File: src/logic/sysreg_sub_pkg.sv
package sysreg_sub_pkg;

    // ------------------------------------------------------------
    // opcode fields and patterns
    // ------------------------------------------------------------
    localparam logic [3:0]  grp_zero_c      = 4'h0;   // register-form store group
    localparam logic [3:0]  grp_four_c      = 4'h4;   // push group
    localparam logic [3:0]  grp_three_c     = 4'h3;   // arithmetic group
    localparam logic [7:0]  lo_mac_high_st  = 8'h0a;  // copy high half
    localparam logic [7:0]  lo_mac_low_st   = 8'h1a;  // copy low half
    localparam logic [7:0]  lo_proc_st      = 8'h2a;  // copy procedure register
    localparam logic [7:0]  lo_fcomm_st     = 8'h5a;  // copy fpu comm
    localparam logic [7:0]  lo_fstat_st     = 8'h6a;  // copy fpu status
    localparam logic [7:0]  lo_mac_high_pu  = 8'h02;  // push high half
    localparam logic [7:0]  lo_mac_low_pu   = 8'h12;  // push low half
    localparam logic [7:0]  lo_proc_pu      = 8'h22;  // push procedure register
    localparam logic [7:0]  lo_fcomm_pu     = 8'h52;  // push fpu comm
    localparam logic [7:0]  lo_fstat_pu     = 8'h62;  // push fpu status
    localparam logic [3:0]  lo_sub_c        = 4'h8;   // plain subtract
    localparam logic [3:0]  lo_borrow_subtract_op_c       = 4'ha;   // borrow subtract

    // ------------------------------------------------------------
    // data constants
    // ------------------------------------------------------------
    localparam logic [31:0] fstat_mask_c    = 32'h003fffff; // status read mask
    localparam logic [31:0] push_step_c     = 32'h00000004; // pre-decrement amount
    localparam logic [31:0] pc_step_c       = 32'h00000002; // opcode width in bytes
    localparam logic [31:0] pc_reset_c      = 32'h00000000; // pc after reset

    // source selection for stores
    typedef enum {src_mac_high_half, src_mac_low_half, src_proc, src_fcomm, src_fstat} src_sel_e;

    // system register values offered to the unit
    typedef struct packed {
        logic [31:0] mac_high_half;
        logic [31:0] mac_low_half;
        logic [31:0] procedure_return_reg;
        logic [31:0] fpu_comm_reg;
        logic [31:0] fpu_status_control;
    } sysregs_s;

    // memory write request
    typedef struct packed {
        logic        valid;
        logic [31:0] addr;
        logic [31:0] data;
    } mem_wr_s;

    // memory fault report
    typedef struct packed {
        logic tlb_miss;
        logic tlb_prot;
        logic addr_err;
    } mem_fault_s;

endpackage

File: src/logic/sysreg_store_and_subtract_exec.sv
`timescale 1ns/1ps
// Overview of operation
// - copy mac halves or procedure register to dest
// - push: dest minus four, then longword write
// - copy fpu comm or masked status to dest
// - fpu push: decrement, write comm or masked status
// - raise tlb miss, protection, address error on write
// - plain subtract wraps, t flag untouched
// - borrow subtract: n minus m minus t
// - t set when either borrow step borrowed
module sysreg_store_and_subtract_exec (
    input  wire logic                       clk,       // 100 mhz core clock
    input  wire logic                       nrst,      // sync reset, active low
    input  wire logic                       op_valid,  // opcode offered this cycle
    input  wire logic [15:0]                opcode,    // instruction word
    input  wire sysreg_sub_pkg::sysregs_s   sysregs,   // system register values
    input  wire logic [31:0]                gpr_n,     // dest_gpr current value
    input  wire logic [31:0]                gpr_m,     // source_gpr current value
    input  wire sysreg_sub_pkg::mem_fault_s mem_fault, // fault for the write shown on mem_wr, same cycle
    output logic                            busy,      // push awaiting fault check
    output logic                            wb_valid,  // dest_gpr write pulse
    output logic [3:0]                      wb_idx,    // dest_gpr index
    output logic [31:0]                     wb_data,   // dest_gpr write data
    output sysreg_sub_pkg::mem_wr_s         mem_wr,    // longword write request
    output logic                            t_flag,    // t flag
    output logic [31:0]                     pc,        // program counter
    output sysreg_sub_pkg::mem_fault_s      exc,       // exception pulses
    output logic                            illegal    // opcode not in this group
);
    import sysreg_sub_pkg::*;

    // ------------------------------------------------------------
    // decode
    // ------------------------------------------------------------
    // store source decode shared by both forms
    function automatic logic [31:0] sel_val(input src_sel_e s, input sysregs_s r);
        case (s)
            src_mac_high_half:  sel_val = r.mac_high_half;
            src_mac_low_half:  sel_val = r.mac_low_half;
            src_proc:  sel_val = r.procedure_return_reg;
            src_fcomm: sel_val = r.fpu_comm_reg;
            default:   sel_val = r.fpu_status_control & fstat_mask_c;
        endcase
    endfunction

    logic        is_store;   // register-form store
    logic        is_push;    // pre-decrement push
    logic        is_sub;     // plain subtract
    logic        is_borrow_subtract_op;    // borrow subtract
    src_sel_e    src;        // selected system register
    logic [31:0] diff1;      // n minus m
    logic [31:0] diff2;      // diff1 minus t
    logic [31:0] push_addr;  // decremented pointer

    always_comb begin
        is_store = 1'b0;
        is_push  = 1'b0;
        src      = src_mac_high_half;
        // low byte picks the register for both forms
        case (opcode[7:0])
            lo_mac_high_st: begin is_store = opcode[15:12] == grp_zero_c; src = src_mac_high_half;  end
            lo_mac_low_st:  begin is_store = opcode[15:12] == grp_zero_c; src = src_mac_low_half;  end
            lo_proc_st:     begin is_store = opcode[15:12] == grp_zero_c; src = src_proc;  end
            lo_fcomm_st:    begin is_store = opcode[15:12] == grp_zero_c; src = src_fcomm; end
            lo_fstat_st:    begin is_store = opcode[15:12] == grp_zero_c; src = src_fstat; end
            lo_mac_high_pu: begin is_push  = opcode[15:12] == grp_four_c; src = src_mac_high_half;  end
            lo_mac_low_pu:  begin is_push  = opcode[15:12] == grp_four_c; src = src_mac_low_half;  end
            lo_proc_pu:     begin is_push  = opcode[15:12] == grp_four_c; src = src_proc;  end
            lo_fcomm_pu:    begin is_push  = opcode[15:12] == grp_four_c; src = src_fcomm; end
            lo_fstat_pu:    begin is_push  = opcode[15:12] == grp_four_c; src = src_fstat; end
            default: begin
                is_store = 1'b0;
            end
        endcase
    end

    // no immediate subtract exists; only register forms decode
    assign is_sub    = opcode[15:12] == grp_three_c && opcode[3:0] == lo_sub_c;
    assign is_borrow_subtract_op   = opcode[15:12] == grp_three_c && opcode[3:0] == lo_borrow_subtract_op_c;
    assign diff1     = gpr_n - gpr_m;
    assign diff2     = diff1 - {31'h0, t_flag};
    assign push_addr = gpr_n - push_step_c;

    // ------------------------------------------------------------
    // execution state
    // ------------------------------------------------------------
    // a push holds busy one cycle so a fault can veto the pc step;
    // the caller must not offer an opcode while busy is high
    logic accept;      // opcode taken this cycle
    assign accept = op_valid && !busy;

    always_ff @(posedge clk) begin
        if (!nrst) begin
            busy <= 1'b0;
        end else begin
            busy <= accept && is_push;
        end
    end

    // ------------------------------------------------------------
    // register write-back
    // ------------------------------------------------------------
    always_ff @(posedge clk) begin
        if (!nrst) begin
            wb_valid <= 1'b0;
            wb_idx   <= 4'h0;
            wb_data  <= 32'h0;
        end else begin
            wb_valid <= accept && (is_store || is_push || is_sub || is_borrow_subtract_op);
            wb_idx   <= opcode[11:8];
            if (is_store) begin
                wb_data <= sel_val(src, sysregs);
            end else if (is_push) begin
                wb_data <= push_addr;
            end else if (is_sub) begin
                wb_data <= diff1;
            end else begin
                wb_data <= diff2;
            end
        end
    end

    // ------------------------------------------------------------
    // memory write
    // ------------------------------------------------------------
    always_ff @(posedge clk) begin
        if (!nrst) begin
            mem_wr <= '0;
        end else begin
            mem_wr.valid <= accept && is_push;
            mem_wr.addr  <= push_addr;
            mem_wr.data  <= sel_val(src, sysregs);
        end
    end

    // ------------------------------------------------------------
    // t flag: only borrow subtract touches it
    // ------------------------------------------------------------
    always_ff @(posedge clk) begin
        if (!nrst) begin
            t_flag <= 1'b0;
        end else if (accept && is_borrow_subtract_op) begin
            t_flag <= (gpr_n < diff1) || (diff1 < diff2);
        end
    end

    // ------------------------------------------------------------
    // exceptions and pc
    // ------------------------------------------------------------
    logic fault_any;   // any fault on the pending push
    assign fault_any = busy && (mem_fault.tlb_miss || mem_fault.tlb_prot || mem_fault.addr_err);

    always_ff @(posedge clk) begin
        if (!nrst) begin
            exc <= '0;
        end else begin
            exc <= busy ? mem_fault : '0;
        end
    end

    always_ff @(posedge clk) begin
        if (!nrst) begin
            pc <= pc_reset_c;
        end else if ((accept && (is_store || is_sub || is_borrow_subtract_op)) || (busy && !fault_any)) begin
            pc <= pc + pc_step_c;
        end
    end

    always_ff @(posedge clk) begin
        if (!nrst) begin
            illegal <= 1'b0;
        end else begin
            illegal <= accept && !(is_store || is_push || is_sub || is_borrow_subtract_op);
        end
    end

    // ------------------------------------------------------------
    // assertions
    // ------------------------------------------------------------
    a_store_copies_mac_high_half: assert property (@(posedge clk) disable iff (!nrst)
        op_valid && !busy && opcode[15:12] == grp_zero_c && opcode[7:0] == lo_mac_high_st
        |=> wb_valid && wb_data == $past(sysregs.mac_high_half) && $stable(t_flag))
        else $error("register store of high half wrong");
    a_push_addr_data: assert property (@(posedge clk) disable iff (!nrst)
        op_valid && !busy && is_push
        |=> mem_wr.valid && mem_wr.addr == $past(gpr_n) - push_step_c && wb_data == mem_wr.addr)
        else $error("push address or write-back wrong");
    a_fstat_masked: assert property (@(posedge clk) disable iff (!nrst)
        op_valid && !busy && is_store && opcode[7:0] == lo_fstat_st
        |=> wb_data == ($past(sysregs.fpu_status_control) & fstat_mask_c))
        else $error("status copy not masked");
    a_fpush_masked: assert property (@(posedge clk) disable iff (!nrst)
        op_valid && !busy && is_push && opcode[7:0] == lo_fstat_pu
        |=> mem_wr.data == ($past(sysregs.fpu_status_control) & fstat_mask_c))
        else $error("status push not masked");
    a_fault_raised: assert property (@(posedge clk) disable iff (!nrst)
        busy && mem_fault.addr_err |=> exc.addr_err ##1 !exc.addr_err)
        else $error("address error not raised");
    a_sub_result: assert property (@(posedge clk) disable iff (!nrst)
        op_valid && !busy && is_sub
        |=> wb_data == $past(gpr_n) - $past(gpr_m) && $stable(t_flag))
        else $error("subtract result wrong");
    a_borrow_subtract_op_result: assert property (@(posedge clk) disable iff (!nrst)
        op_valid && !busy && is_borrow_subtract_op
        |=> wb_data == $past(gpr_n) - $past(gpr_m) - {31'h0, $past(t_flag)})
        else $error("borrow subtract result wrong");
    a_borrow_subtract_op_borrow: assert property (@(posedge clk) disable iff (!nrst)
        op_valid && !busy && is_borrow_subtract_op
        |=> t_flag == ({1'b0, $past(gpr_n)} < {1'b0, $past(gpr_m)} + {32'h0, $past(t_flag)}))
        else $error("borrow flag wrong");
    a_pc_step: assert property (@(posedge clk) disable iff (!nrst)
        op_valid && !busy && (is_sub || is_store) |=> pc == $past(pc) + pc_step_c)
        else $error("pc not advanced");
    a_pc_hold_fault: assert property (@(posedge clk) disable iff (!nrst)
        fault_any |=> pc == $past(pc))
        else $error("pc advanced over a fault");

    c_push_clean: cover property (@(posedge clk) disable iff (!nrst)
        busy && !fault_any);
    c_push_fault: cover property (@(posedge clk) disable iff (!nrst)
        fault_any);
    c_borrow_subtract_op_borrow: cover property (@(posedge clk) disable iff (!nrst)
        op_valid && !busy && is_borrow_subtract_op ##1 t_flag);
endmodule

File: config.mk
export PLATFORM = sky130hd
export DESIGN_NAME = sysreg_store_and_subtract_exec
export DESIGN_NICKNAME = d
export VERILOG_FILES = /design/src/logic/sysreg_sub_pkg.sv /design/src/logic/sysreg_store_and_subtract_exec.sv
export SDC_FILE = /design/constraint.sdc
export NUM_CORES = 1
export LEC_CHECK = 0
export CAP_MARGIN = 20
export CELL_PAD_IN_SITES_DETAIL_PLACEMENT = 0
export CELL_PAD_IN_SITES_GLOBAL_PLACEMENT = 1
export CORE_UTILIZATION = 42
export DETAILED_ROUTE_END_ITERATION = 10
export DONT_BUFFER_PORTS = 1
export PLACE_DENSITY = 0.76
export SLEW_MARGIN = 20
export SYNTH_ARGS = -nofsm -noshare
export SYNTH_HDL_FRONTEND = slang
export SYNTH_SLANG_ARGS = --single-unit
File: constraint.sdc
create_clock -name clk -period 4.6 [get_ports clk]
set_input_delay 0.46 -clock clk [delete_from_list [all_inputs] [get_ports clk]]
set_output_delay 0.46 -clock clk [all_outputs]
set_load 0.01 [all_outputs]
* Word level (Yosys, flattened, before mapping)
Cells that the tools add are included. W data, S select, Z words.
Storage, ports and cells: input port bits 246, word-level logic and storage cells 73, output and inout bits 140, bits in registers 139
Cells by class: eq/ne operators 17, order comparisons 2, muxes and demuxes 7, reduce and logical (&&, ||, !) cells 31, add/sub/neg operators 4
Operator list (number):
- $pmux W32 S4 | 1
- $mux W32 | 3
- $eq A32 B2 Y1 const B | 2
- $lt A32 B32 Y1 | 2
- $add A32 B2 Y32 const B | 1
- $eq A32 B1 Y1 const B | 1
- $eq A8 B7 Y1 const B | 4
- $logic_not A32 Y1 | 1
- $sub A32 B1 Y32 | 1
- $sub A32 B3 Y32 const B | 1
- $sub A32 B32 Y32 | 1
- $eq A8 B5 Y1 const B | 2
- $eq A8 B6 Y1 const B | 2
- $pmux W3 S4 | 1
- $logic_and A1 B1 Y1 | 10
- $reduce_or A5 Y1 | 2
- $logic_or A1 B1 Y1 | 9
- $eq A4 B4 Y1 const B | 2
- $eq A8 B2 Y1 const B | 1
- $eq A8 B4 Y1 const B | 1
- $reduce_or A2 Y1 | 4
- $eq A4 B2 Y1 const B | 1
- $eq A4 B3 Y1 const B | 1
- $logic_not A4 Y1 | 1
- other kinds (3) | 6

* Depth between registers and ports, before layout
Gate-level depths: netlist of run 1.
word-level depth 8, mapped depth 21, gate-level depth less buffers 21

* Worst setup path before layout of run 1
No wires, ideal clock.
path type input -> register, start point input port gpr_n[0], end point register t_flag, data arrival time 4.524 ns, library setup time 0.134 ns, setup slack -0.059 ns, required time 4.466 ns, buffers on the path 0, stages on the path 21, path through inv_1 ha_1 inv_1 fa_1 a211oi_4 o31ai_4 a2111o_1 nand3_2 inv_2 or4_4 nor3_1 nand2_1 nor3b_1 ha_1 xnor2_1 nand2_1 mux2_1 a21oi_1 a211oi_2 o221ai_1 a41oi_2
On the way: longest elaborated chain between the ends 4, elaborated cells on any way between the ends 5, those cells by class add/sub: 2; order compare: 2; reduce/logical: 1
RTL lines:
- start: declaration | line sysreg_store_and_subtract_exec.sv:17 | input wire logic [31:0] gpr_n,
- $sub A32 B32 Y32 | line sysreg_store_and_subtract_exec.sv:80 | assign diff1 = gpr_n - gpr_m;
- $sub A32 B1 Y32 | line sysreg_store_and_subtract_exec.sv:81 | assign diff2 = diff1 - {31'h0, t_flag};
- $lt A32 B32 Y1 | line sysreg_store_and_subtract_exec.sv:143 | t_flag <= (gpr_n < diff1) || (diff1 < diff2);
- $logic_or A1 B1 Y1 * | line sysreg_store_and_subtract_exec.sv:143
- end signal: assignment | line sysreg_store_and_subtract_exec.sv:143
- end: declaration | line sysreg_store_and_subtract_exec.sv:25 | output logic t_flag,
Every way passes the cells marked *; elsewhere a longest branch is shown, timed or not. A chain may end at the register's enable or synchronous reset.

* Final worst setup path of run 1
Same ends and word-level chain as after synthesis.

==> qor.yml, run 1 <==
status: "complete, no violations"
setup_violations: 0
synth_cells: 1308
routed_via_density: 5.83
ant_nets: 0
holdWs_ps: 121
cts.sinks: 138
fmax_ghz: 0.223
finalMaxSlewViolations: 0
p_sw_mw: 1.31
fp.dieH_um: 159
fill_cells: 2433
min_path_type: "primary input to register"
cp.depth: 23
max_stage_delay_ps: 540
whs_path_depth: 1
syn_nets: 1626
p_total_mw: 3.91
totalWireLength_mm: 37.8
power.leakage_nw: 4.92
coreArea_mm2: 0.0242
pwr-share-clk: 0.331
ys.flop_type: "dfxtp_1"
critPathCaptureType: "register"
rows: 57
route.detailed.wl_per_inst_um: 21.9
antenna_found_initial: 9
crit_chain: "inv_1 -> ha_4 -> inv_1 -> fa_2 -> a211oi_4 -> o31ai_4 -> buf_6 -> a2111o_1 -> nand3_2 -> inv_2 -> or4_4 -> nor3_4 -> nand2_2 -> buf_4 -> nor2_2 -> ha_1 -> xnor2_2 -> nand2_1 -> a2bb2oi_1 -> o211ai_1 -> a211oi_2 -> o221ai_2 -> a41oi_2"
final_cell_mix: "138 x dfxtp_1, 135 x nand2_1, 115 x buf_4"
worstSetupPathType: "primary input to register"
cts_buffers: 17
combinationalPowerShare: 0.319
critical_path_arrival_ps: 4830
dieArea_mm2: 0.0253
critical_path.max_fanout: 4
global_route.overflow_total: 0
tightest_slew_ps: 1010
p_seq_frac: 0.350
finClkSkew_ps: 11.2
track_usage: 0.291
hpwlAfterDp_mm: 31.1
finalWeightedCongestion: 0.988
fin_crit_ps: 4480
slowest_stage: "or4_4"
final_common_cell: "dfxtp_1"
relSlewSlack: 0.324
cts_max_level: 4
ys_seq_area_frac: 0.267
async_flop_share: 0
drt-initial-drc-count: 760
nets: 1700
grt_pass1_wl_mm: 56.6
ios: 386
fin_crit_sh: 0.975
switching_share: 0.336
vias: 10100
cts_tree: "done"
grt_max_degree: 98
drive_above_1_share: 0.154
drt-pass1-iter-count: 5
drc: 0
grt_pass1_vias: 9388
p_int_mw: 2.60
start_util: 0.427
critPathLaunchType: "primary input"
clk_path_buf_depth: 2
hold_viol: 0
root_buffer: "clkbuf_16"
seqCellArea_mm2: 0.00276
io_buffers: 0
ys_ff_latch: 138
drv_cap: 0
path_clk_slew_ps: 70
cp.required_ps: 4940
r2r_cells: 18
synth_warnings: 0
multi_input_area_mm2: 0.00718
vdd_drop_max_uv: 159
cp_top_family: "compound AO/OA/AOI/OAI gates"
synth-edff-count: 0
area_growth_pct: 16.6
cp_num_buf_inv: 5
clock_latency_ps: 410
ys_types: 105
syn_area_per_cell_um2: 7.91
path_common_cell: "inv_1"
syn-cell-area_mm2: 0.0103
powerDensity_mw_per_mm2: 324
die_w_um: 159
[flip-flops by register name, indices dropped and copies added, names as in the netlist]
signal and cells:
illegal 1, t_flag 1, wb_data 32, wb_valid 1
pc 31, mem_wr 65, wb_idx 4, exc 3
[cell usage after synthesis (all sizes together) (7+ instances only)]
master   number  share of area
a2111oi       8         0.0092
a211oi       16          0.014
a21boi        8         0.0058
a21o         16          0.012
a21oi       110          0.054
a22o          7         0.0059
a22oi        43          0.031
a31oi        29          0.018
and2         50          0.030
and3         23          0.014
and4         10         0.0085
buf          15         0.0090
clkbuf       46          0.017
dfxtp       138           0.27
ha           71          0.086
inv          72          0.026
mux2i         8         0.0081
nand2       138          0.051
nand2b        8         0.0048
nand3        26          0.013
nand4        12         0.0079
nor2         81          0.030
nor2b        29          0.018
nor3         28          0.014
nor3b         7         0.0051
nor4         13          0.011
o21ai        80          0.039
o2bb2ai       7         0.0059
o31ai         7         0.0074
or3          15         0.0096
or4          10         0.0076
xnor2        73          0.064
xor2         29          0.025
[worst paths after layout]
kind                 start         end  slack, ps
hold reg to reg     pc[10]      pc[10]        590
hold / removal    gpr_n[2]  mem_wr[34]        120
setup reg to reg    t_flag      t_flag        650
setup / recovery  gpr_n[0]      t_flag        120
[what timing repair did]
action	4_1_cts	5_1_grt
gates cloned	0	0
endpoints found under the setup margin	1	1
resized for setup	0	19
setup buffers	0	5
hold buffers	0	0
pin swaps	1	14
[final cells by class]
cell class,count,share of cell area
antenna,5,0.00104
clock buffer,19,0.0359
clock inverter,13,0.00996
inverter,72,0.0224
multi-input combinational,1037,0.595
sequential,138,0.229
tap,324,0.0336
timing repair buffer,116,0.0726
[power by group through the flow]
stage                     clock [mW]  combinational (mW)  sequential, mW
final                           1.29                1.25            1.37
after global routing            1.36                1.37            1.37
after CTS                       1.31                1.20            1.37
after detailed placement           0                1.19            1.40
after global placement             0                1.18            1.40
after floorplan                    0               0.790            1.36
[routing by layer]
layer  global-route usage  part of all wire  wire (um)
met2                0.458              0.45      17200
met4               0.0988             0.026        968
met3               0.0729             0.076       2880
met1                0.385              0.44      16800
met5                    0           0.00079         30
[metrics by stage]
stage                      util  instance area (um2)  setup TNS, ps  setup WS [ps]  cells
final                     0.497                12100              0            115   1724
after global routing      0.497                12000          -50.6          -50.6   1722
after CTS                 0.491                11900              0           17.4   1714
after detailed placement  0.468                11400           -469           -450   1682
after global placement    0.468                11400           -334           -326   1682
after floorplan               -                10400              0           34.7   1308
[logic make-up after synthesis]
group	after synthesis	synth area share
other	1	0.000363
DFF	138	0.267
buffers and inverters	133	0.0518
AOI/OAI and AO/OA	383	0.250
xor gates and xnor gates	102	0.0896
muxes	11	0.0114
and+or+nand+nor	465	0.239
adders and majority gates	75	0.0909
(Power assumes the default switching activity.)
==> run 2, diff against run 1 <==
--- a/config.mk
+++ b/config.mk
@@ -8,6 +8,7 @@
 export CAP_MARGIN = 20
 export CELL_PAD_IN_SITES_DETAIL_PLACEMENT = 0
 export CELL_PAD_IN_SITES_GLOBAL_PLACEMENT = 1
+export CORE_ASPECT_RATIO = 0.9
 export CORE_UTILIZATION = 42
 export DETAILED_ROUTE_END_ITERATION = 10
 export DONT_BUFFER_PORTS = 1
==> run 2 against run 1 <==
  * Critical path depth rose by 2
  * Critical endpoint unchanged
  * Via count grew 0.12%
  * Fmax up 2.0%
  * Clock power rose by 9%
  * Register-to-register slack about the same
  * Die area about the same
  * Power up 3.1%
  * Highest routed layer unchanged
  * Sequential power barely moved
  * Global-route usage grew 0.17 points
  * Largest cell class unchanged
  * Non-clock buffer count shrank 1
==> qor.yml, run 2 (synthesis gave the netlist of run 1 again) <==
relSlewSlack: 0.308  # was 0.324
vdd_drop_max_uv: 189  # was 159 uV
antenna_found_initial: 9  # unchanged
nets: 1699  # was 1700
coreArea_mm2: 0.0242  # about the same
io_buffers: 0  # unchanged
fin_crit_sh: 0.956  # was 0.975
cts.sinks: 138  # unchanged
area_growth_pct: 16.9  # was 16.6%
largest_reg_flops: 65  # unchanged
seqCellArea_mm2: 0.00276  # unchanged
grt_pass1_vias: 9228  # was 9388
totalWireLength_mm: 38.3  # was 37.8 mm
cts_buffers: 17  # unchanged
holdPathEnd: "mem_wr[34]"  # unchanged
p_sw_mw: 1.27  # was 1.31 mW
cts_max_level: 4  # unchanged
drc: 0  # unchanged
fill_cells: 2457  # was 2433
routed_via_density: 5.91  # was 5.83
combinationalPowerShare: 0.309  # was 0.319
hpwlAfterDp_mm: 31.8  # was 31.1 mm
global_route.overflow_total: 0  # unchanged
cts_hold_buf: 0  # unchanged
root_buffer: "clkbuf_16"  # unchanged
place_ws_ps: -457  # was -450 ps
pwr-share-clk: 0.350  # was 0.331
rr_startpoint: "t_flag"  # unchanged
setup_violations: 0  # unchanged
critPathLaunchType: "primary input"  # unchanged
track_usage: 0.292  # was 0.291
grt_max_degree: 98  # unchanged
final_area_mm2: 0.0121  # about the same
drive_above_1_share: 0.156  # was 0.154
tightest_slew_ps: 1040  # was 1010 ps
final_common_cell: "dfxtp_1"  # unchanged
top_regs: "mem_wr: 65 flops, wb_data: 32 flops, pc: 31 flops"  # unchanged
setup_slack_ps: 204  # was 115 ps
critical_path_arrival_ps: 4740  # was 4830 ps
holdWs_ps: 109  # was 121 ps
ios: 386  # unchanged
hold_viol: 0  # unchanged
worstSetupPathType: "primary input to register"  # unchanged
clock_latency_ps: 420  # was 410 ps
fin_util: 0.500  # was 0.497
route.detailed.wl_per_inst_um: 22.5  # was 21.9 um
grt_pass1_wl_mm: 55.9  # was 56.6 mm
vias: 10100  # about the same
die_w_um: 167  # was 159 um
cts_tree: "done"  # unchanged
final_cell_mix: "138 x dfxtp_1, 134 x nand2_1, 114 x buf_4"  # was 138 x dfxtp_1, 135 x nand2_1, 115 x buf_4
p_seq_frac: 0.341  # was 0.350
whs_path_depth: 1  # unchanged
drt-initial-drc-count: 638  # was 760
power.leakage_nw: 4.95  # was 4.92 nW
finClkSkew_ps: 9.40  # was 11.2 ps
path_clk_slew_ps: 60  # was 70 ps
min_path_type: "primary input to register"  # unchanged
finalWeightedCongestion: 1.08  # was 0.988
r2r-end: "t_flag"  # unchanged
multi_input_area_mm2: 0.00719  # was 0.00718 mm2
hold_start: "gpr_n[2]"  # unchanged
start_util: 0.428  # was 0.427
ant_nets: 0  # unchanged
clk_path_buf_depth: 2  # unchanged
reg2reg_setup_slack_ps: 640  # was 650 ps
r2r_cells: 17  # was 18
rows: 54  # was 57
critPathCaptureType: "register"  # unchanged
status: "complete, no violations"  # unchanged
powerDensity_mw_per_mm2: 333  # was 324 mW/mm2
fp.dieH_um: 151  # was 159 um
switching_share: 0.316  # was 0.336
finalMaxSlewViolations: 0  # unchanged
top_register: "mem_wr"  # unchanged
fin_crit_ps: 4400  # was 4480 ps
p_int_mw: 2.75  # was 2.60 mW
dieArea_mm2: 0.0253  # about the same
fmax_ghz: 0.227  # was 0.223 GHz
placed_cell_area_mm2: 0.0113  # was 0.0114 mm2
drt-pass1-iter-count: 5  # unchanged
cp.required_ps: 4950  # was 4940 ps
drv_cap: 0  # unchanged
p_total_mw: 4.03  # was 3.91 mW
critical_path.max_fanout: 6  # was 4
run 2: layout make-up:
| class | instances | share of cell area |
|---|---|---|
| Multi-Input combinational cell | 1037 | 0.595 |
| Tap cell | 308 | 0.0319 |
| Clock buffer | 19 | 0.0358 |
| Antenna cell | 3 | 0.000621 |
| Inverter | 72 | 0.0224 |
| Timing Repair Buffer | 115 | 0.0717 |
| Sequential cell | 138 | 0.229 |
| Clock inverter | 12 | 0.0145 |
run 2: metrics by stage:
stage	std cells	TNS, ps
6_report	1704	0
4_1_cts	1697	0
5_1_grt	1703	-43.1
2_1_floorplan	1308	0
3_3_place_gp	1666	-368
3_5_place_dp	1666	-492
run 2: what timing repair did:
item                                    4_1_cts  5_1_grt
gates resized for setup                       1       22
buffers inserted                              0        4
pin swaps                                     0       21
endpoints found under the setup margin        1        1
run 2: power groups by stage:
stage / clock network, mW / logic, mW / registers [mW]
floorplan: 0 / 0.790 / 1.36
global placement: 0 / 1.18 / 1.40
detailed placement: 0 / 1.19 / 1.40
CTS: 1.42 / 1.20 / 1.37
global route: 1.48 / 1.38 / 1.37
finish: 1.41 / 1.24 / 1.37
run 2: how the worst max path moves through the flow:
stage,slack (ps),startpoint,end
detailed placement,-460,gpr_n[0],t_flag
global placement,-370,gpr_n[0],t_flag
global route,-40,gpr_n[0],t_flag
CTS,40,gpr_n[0],t_flag
finish,200,gpr_n[0],t_flag
floorplan,30,gpr_n[0],t_flag
run 2: critical path, stage by stage:
cell and delay (ps):
inv_1 40, ha_2 170, inv_1 60, fa_2 420, a211oi_4 280, o31ai_4 120
buf_6 140, buf_4 130, buf_4 150, nand2_2 60, nand2_1 60, xor2_1 160
or4_4 570, nor3_4 230, nand2_2 80, buf_4 140, nor2_1 100, ha_1 280
xnor2_2 170, nand2_1 80, a2bb2oi_2 120, o211ai_1 120, a211oi_2 270, o221ai_1 150
a41oi_2 170
run 2: layer usage:
metal / vias to the layer above / part of all wire / global-route usage
met4: 8 / 0.029 / 0.0977
met1: 4711 / 0.45 / 0.387
li1: 4866 / - / -
met5: - / 0.0014 / 0
met3: 68 / 0.087 / 0.0852
met2: 414 / 0.43 / 0.454
==> run 3, diff against run 2 <==
==> constraint.sdc (replaced) <==
create_clock -name clk -period 3.57 [get_ports clk]
set_input_delay 0.357 -clock clk [delete_from_list [all_inputs] [get_ports clk]]
set_output_delay 0.357 -clock clk [all_outputs]
set_load 0.01 [all_outputs]
==> run 3 against run 2 <==
  * The run now ends with setup timing left
  * Flip-flop and latch count unchanged
  * Via count increased by 6.0%
  * Global-route usage increased by 1.4 points
  * Hold slack got worse by 49 ps
  * Sequential share of layout area decreased by 2.5 points
  * Non-clock buffer count increased by 139
  * Core utilization increased by 6.0 points
  * Clock power increased by 26%
  * Cell count increased by 8.0%
  * Count of clock-buffer cells in the layout increased by 1
  * Critical endpoint unchanged
  * Highest routed layer unchanged
==> qor.yml, run 3 (synthesis gave the netlist of run 1 again) <==
max_stage_delay_ps: 520  # was 570 ps
drt-pass1-iter-count: 5  # unchanged
fin_crit_sh: 1.11
coreArea_mm2: 0.0242  # unchanged
stdcell_count: 1841  # was 1704
slowest_stage: "or4_4"  # unchanged
hpwlAfterDp_mm: 33.0  # was 31.8 mm
r2r-end: "t_flag"  # unchanged
top_regs: "mem_wr: 65 flops, wb_data: 32 flops, pc: 31 flops"  # unchanged
cts_buffers: 17  # unchanged
rows: 54  # unchanged
pwr-share-clk: 0.323  # was 0.350
grt_pass1_wl_mm: 59.0  # was 55.9 mm
area_growth_pct: 30.9  # was 16.9%
vdd_drop_max_uv: 306  # was 189 uV
p_sw_mw: 1.81  # was 1.27 mW
clk_path_buf_depth: 2  # unchanged
routed_via_density: 5.80  # was 5.91
fmax_ghz: 0.253
io_buffers: 0  # unchanged
setup_slack_ps: -381  # was 204 ps
totalWireLength_mm: 39.8  # was 38.3 mm
final_cell_mix: "240 x buf_4, 138 x dfxtp_1, 132 x nand2_1"  # was 138 x dfxtp_1, 134 x nand2_1, 114 x buf_4
whs_path_depth: 1  # unchanged
rr_startpoint: "t_flag"  # unchanged
drv_cap: 0  # unchanged
drc: 0  # unchanged
final_common_cell: "buf_4"  # was dfxtp_1
switching_share: 0.329  # was 0.316
dp_cells: 1785  # was 1666
track_usage: 0.306  # was 0.292
p_int_mw: 3.69  # was 2.75 mW
violations: "setup timing"
fin_crit_ps: 3950
top_register: "mem_wr"  # unchanged
die_w_um: 167  # unchanged
nets: 1838  # was 1699
cts_tree: "done"  # unchanged
cts.sinks: 138  # unchanged
holdPathEnd: "mem_wr[33]"  # was mem_wr[34]
ant_nets: 0  # unchanged
cts_max_level: 4  # unchanged
drt-initial-drc-count: 771  # was 638
start_util: 0.428  # unchanged
rsz0062_at_grt: "true"
min_path_type: "primary input to register"  # unchanged
status: "finished, violations left"  # was complete, no violations
p_seq_frac: 0.321  # was 0.341
critPathLaunchType: "primary input"  # unchanged
path_clk_slew_ps: 60  # about the same
critPathCaptureType: "register"  # unchanged
largest_reg_flops: 65  # unchanged
powerDensity_mw_per_mm2: 406  # was 333 mW/mm2
global_route.overflow_total: 0  # unchanged
cp.required_ps: 3860  # was 4950 ps
dieArea_mm2: 0.0253  # unchanged
crit_chain: "clkinv_16 -> ha_4 -> inv_2 -> fa_2 -> a211oi_4 -> o31ai_4 -> buf_6 -> a21o_4 -> xnor2_4 -> nand2_4 -> or4_4 -> nor3_4 -> nand2_2 -> nor3b_2 -> ha_1 -> xnor2_2 -> nand2_1 -> mux2_4 -> a21oi_2 -> a211oi_2 -> o221ai_2 -> a41oi_2"
r2r_cells: 17  # unchanged
power.leakage_nw: 5.69  # was 4.95 nW
critical_path.max_fanout: 7  # was 6
combinationalPowerShare: 0.356  # was 0.309
route.detailed.wl_per_inst_um: 21.6  # was 22.5 um
critical_path_arrival_ps: 4240  # was 4740 ps
grt_pass1_vias: 9962  # was 9228
setup_violations: 6  # was 0
drive_above_1_share: 0.266  # was 0.156
relSlewSlack: 0.537  # was 0.308
vias: 10700  # was 10100
fp.dieH_um: 151  # unchanged
diodes: 0  # was 3
tightest_slew_ps: 695  # was 1040 ps
clock_latency_ps: 410  # was 420 ps
finalWeightedCongestion: 1.07  # was 1.08
ios: 386  # unchanged
root_buffer: "clkbuf_16"  # unchanged
hold_viol: 0  # unchanged
hold_start: "gpr_n[1]"  # was gpr_n[2]
p_total_mw: 5.50  # was 4.03 mW
reg2reg_setup_slack_ps: -10  # was 640 ps
grt_max_degree: 98  # unchanged
antenna_found_initial: 5  # was 9
finClkSkew_ps: 7.82  # was 9.40 ps
worstSetupPathType: "primary input to register"  # unchanged
finalMaxSlewViolations: 0  # unchanged
==> run 3: changes by cell type in the layout (fill, tap and decap cells not counted), moves of 6 or more <==
cell     change
buf_4      +126
buf_6       +12
a21oi_1      -8
a21oi_2      +7
nor2_1       -6
o21ai_0      -6
==> run 3: final cells by class <==
| type | count | area [um2] |
|---|---|---|
| Tap cell | 308 | 385 |
| Fill cell | 2253 | 10600 |
| Clock buffer | 20 | 457 |
| Inverter | 72 | 299 |
| Clock inverter | 12 | 139 |
| Multi-Input combinational cell | 1037 | 7540 |
| Timing Repair Buffer | 254 | 1960 |
| Sequential cell | 138 | 2760 |
==> run 3: how the worst max path moves through the flow <==
stage	start	end	cells past startpoint
after floorplan	gpr_n[0]	t_flag	21
after global placement	gpr_n[0]	t_flag	21
after detailed placement	gpr_n[0]	t_flag	21
after CTS	gpr_m[1]	t_flag	21
after global routing	gpr_n[0]	t_flag	22
final	gpr_n[0]	t_flag	22
==> run 3: metrics by stage <==
step	util	hold WS, ps	TNS, ps	worst slack [ps]	cell area, um2
finish	0.560	60.2	-1110	-381	13500
global route	0.560	45.2	-2740	-585	13500
CTS	0.544	49.7	-896	-452	13200
detailed placement	0.509	434	-7840	-1150	12300
global placement	0.509	433	-7340	-1170	12300
floorplan	-	429	-2120	-783	10500
==> run 3: worst max-delay path, delay by kind of cell <==
| family | cells | cell delay, ps |
|---|---|---|
| compound gates | 7 | 1190 |
| simple gates | 6 | 1080 |
| fa+ha+maj | 3 | 760 |
| xor+xnor | 2 | 350 |
| mux | 1 | 270 |
| buf+inv | 3 | 220 |
==> run 3: power by group through the flow <==
stage	registers [mW]	logic, mW	clock network [mW]
4_1_cts	1.76	1.82	1.79
3_5_place_dp	1.80	1.75	0
5_1_grt	1.76	2.14	1.87
6_report	1.76	1.96	1.78
3_3_place_gp	1.80	1.72	0
2_1_floorplan	1.76	1.04	0
==> run 3: timing repair <==
item,CTS,global route
buffers inserted,11,15
endpoints found under the setup margin,9,14
pin swaps,28,55
hold endpoints to repair,1,0
gates resized for setup,35,61
hold buffers,1,0
==> run 3: layer usage <==
| metal | track usage | routed length [um] | vias up | share of wire |
|---|---|---|---|---|
| li1 | - | - | 5135 | - |
| met1 | 0.407 | 17600 | 5044 | 0.44 |
| met2 | 0.493 | 17900 | 420 | 0.45 |
| met3 | 0.0739 | 3270 | 63 | 0.082 |
| met4 | 0.0881 | 921 | 10 | 0.023 |
| met5 | 0 | 60 | - | 0.0015 |
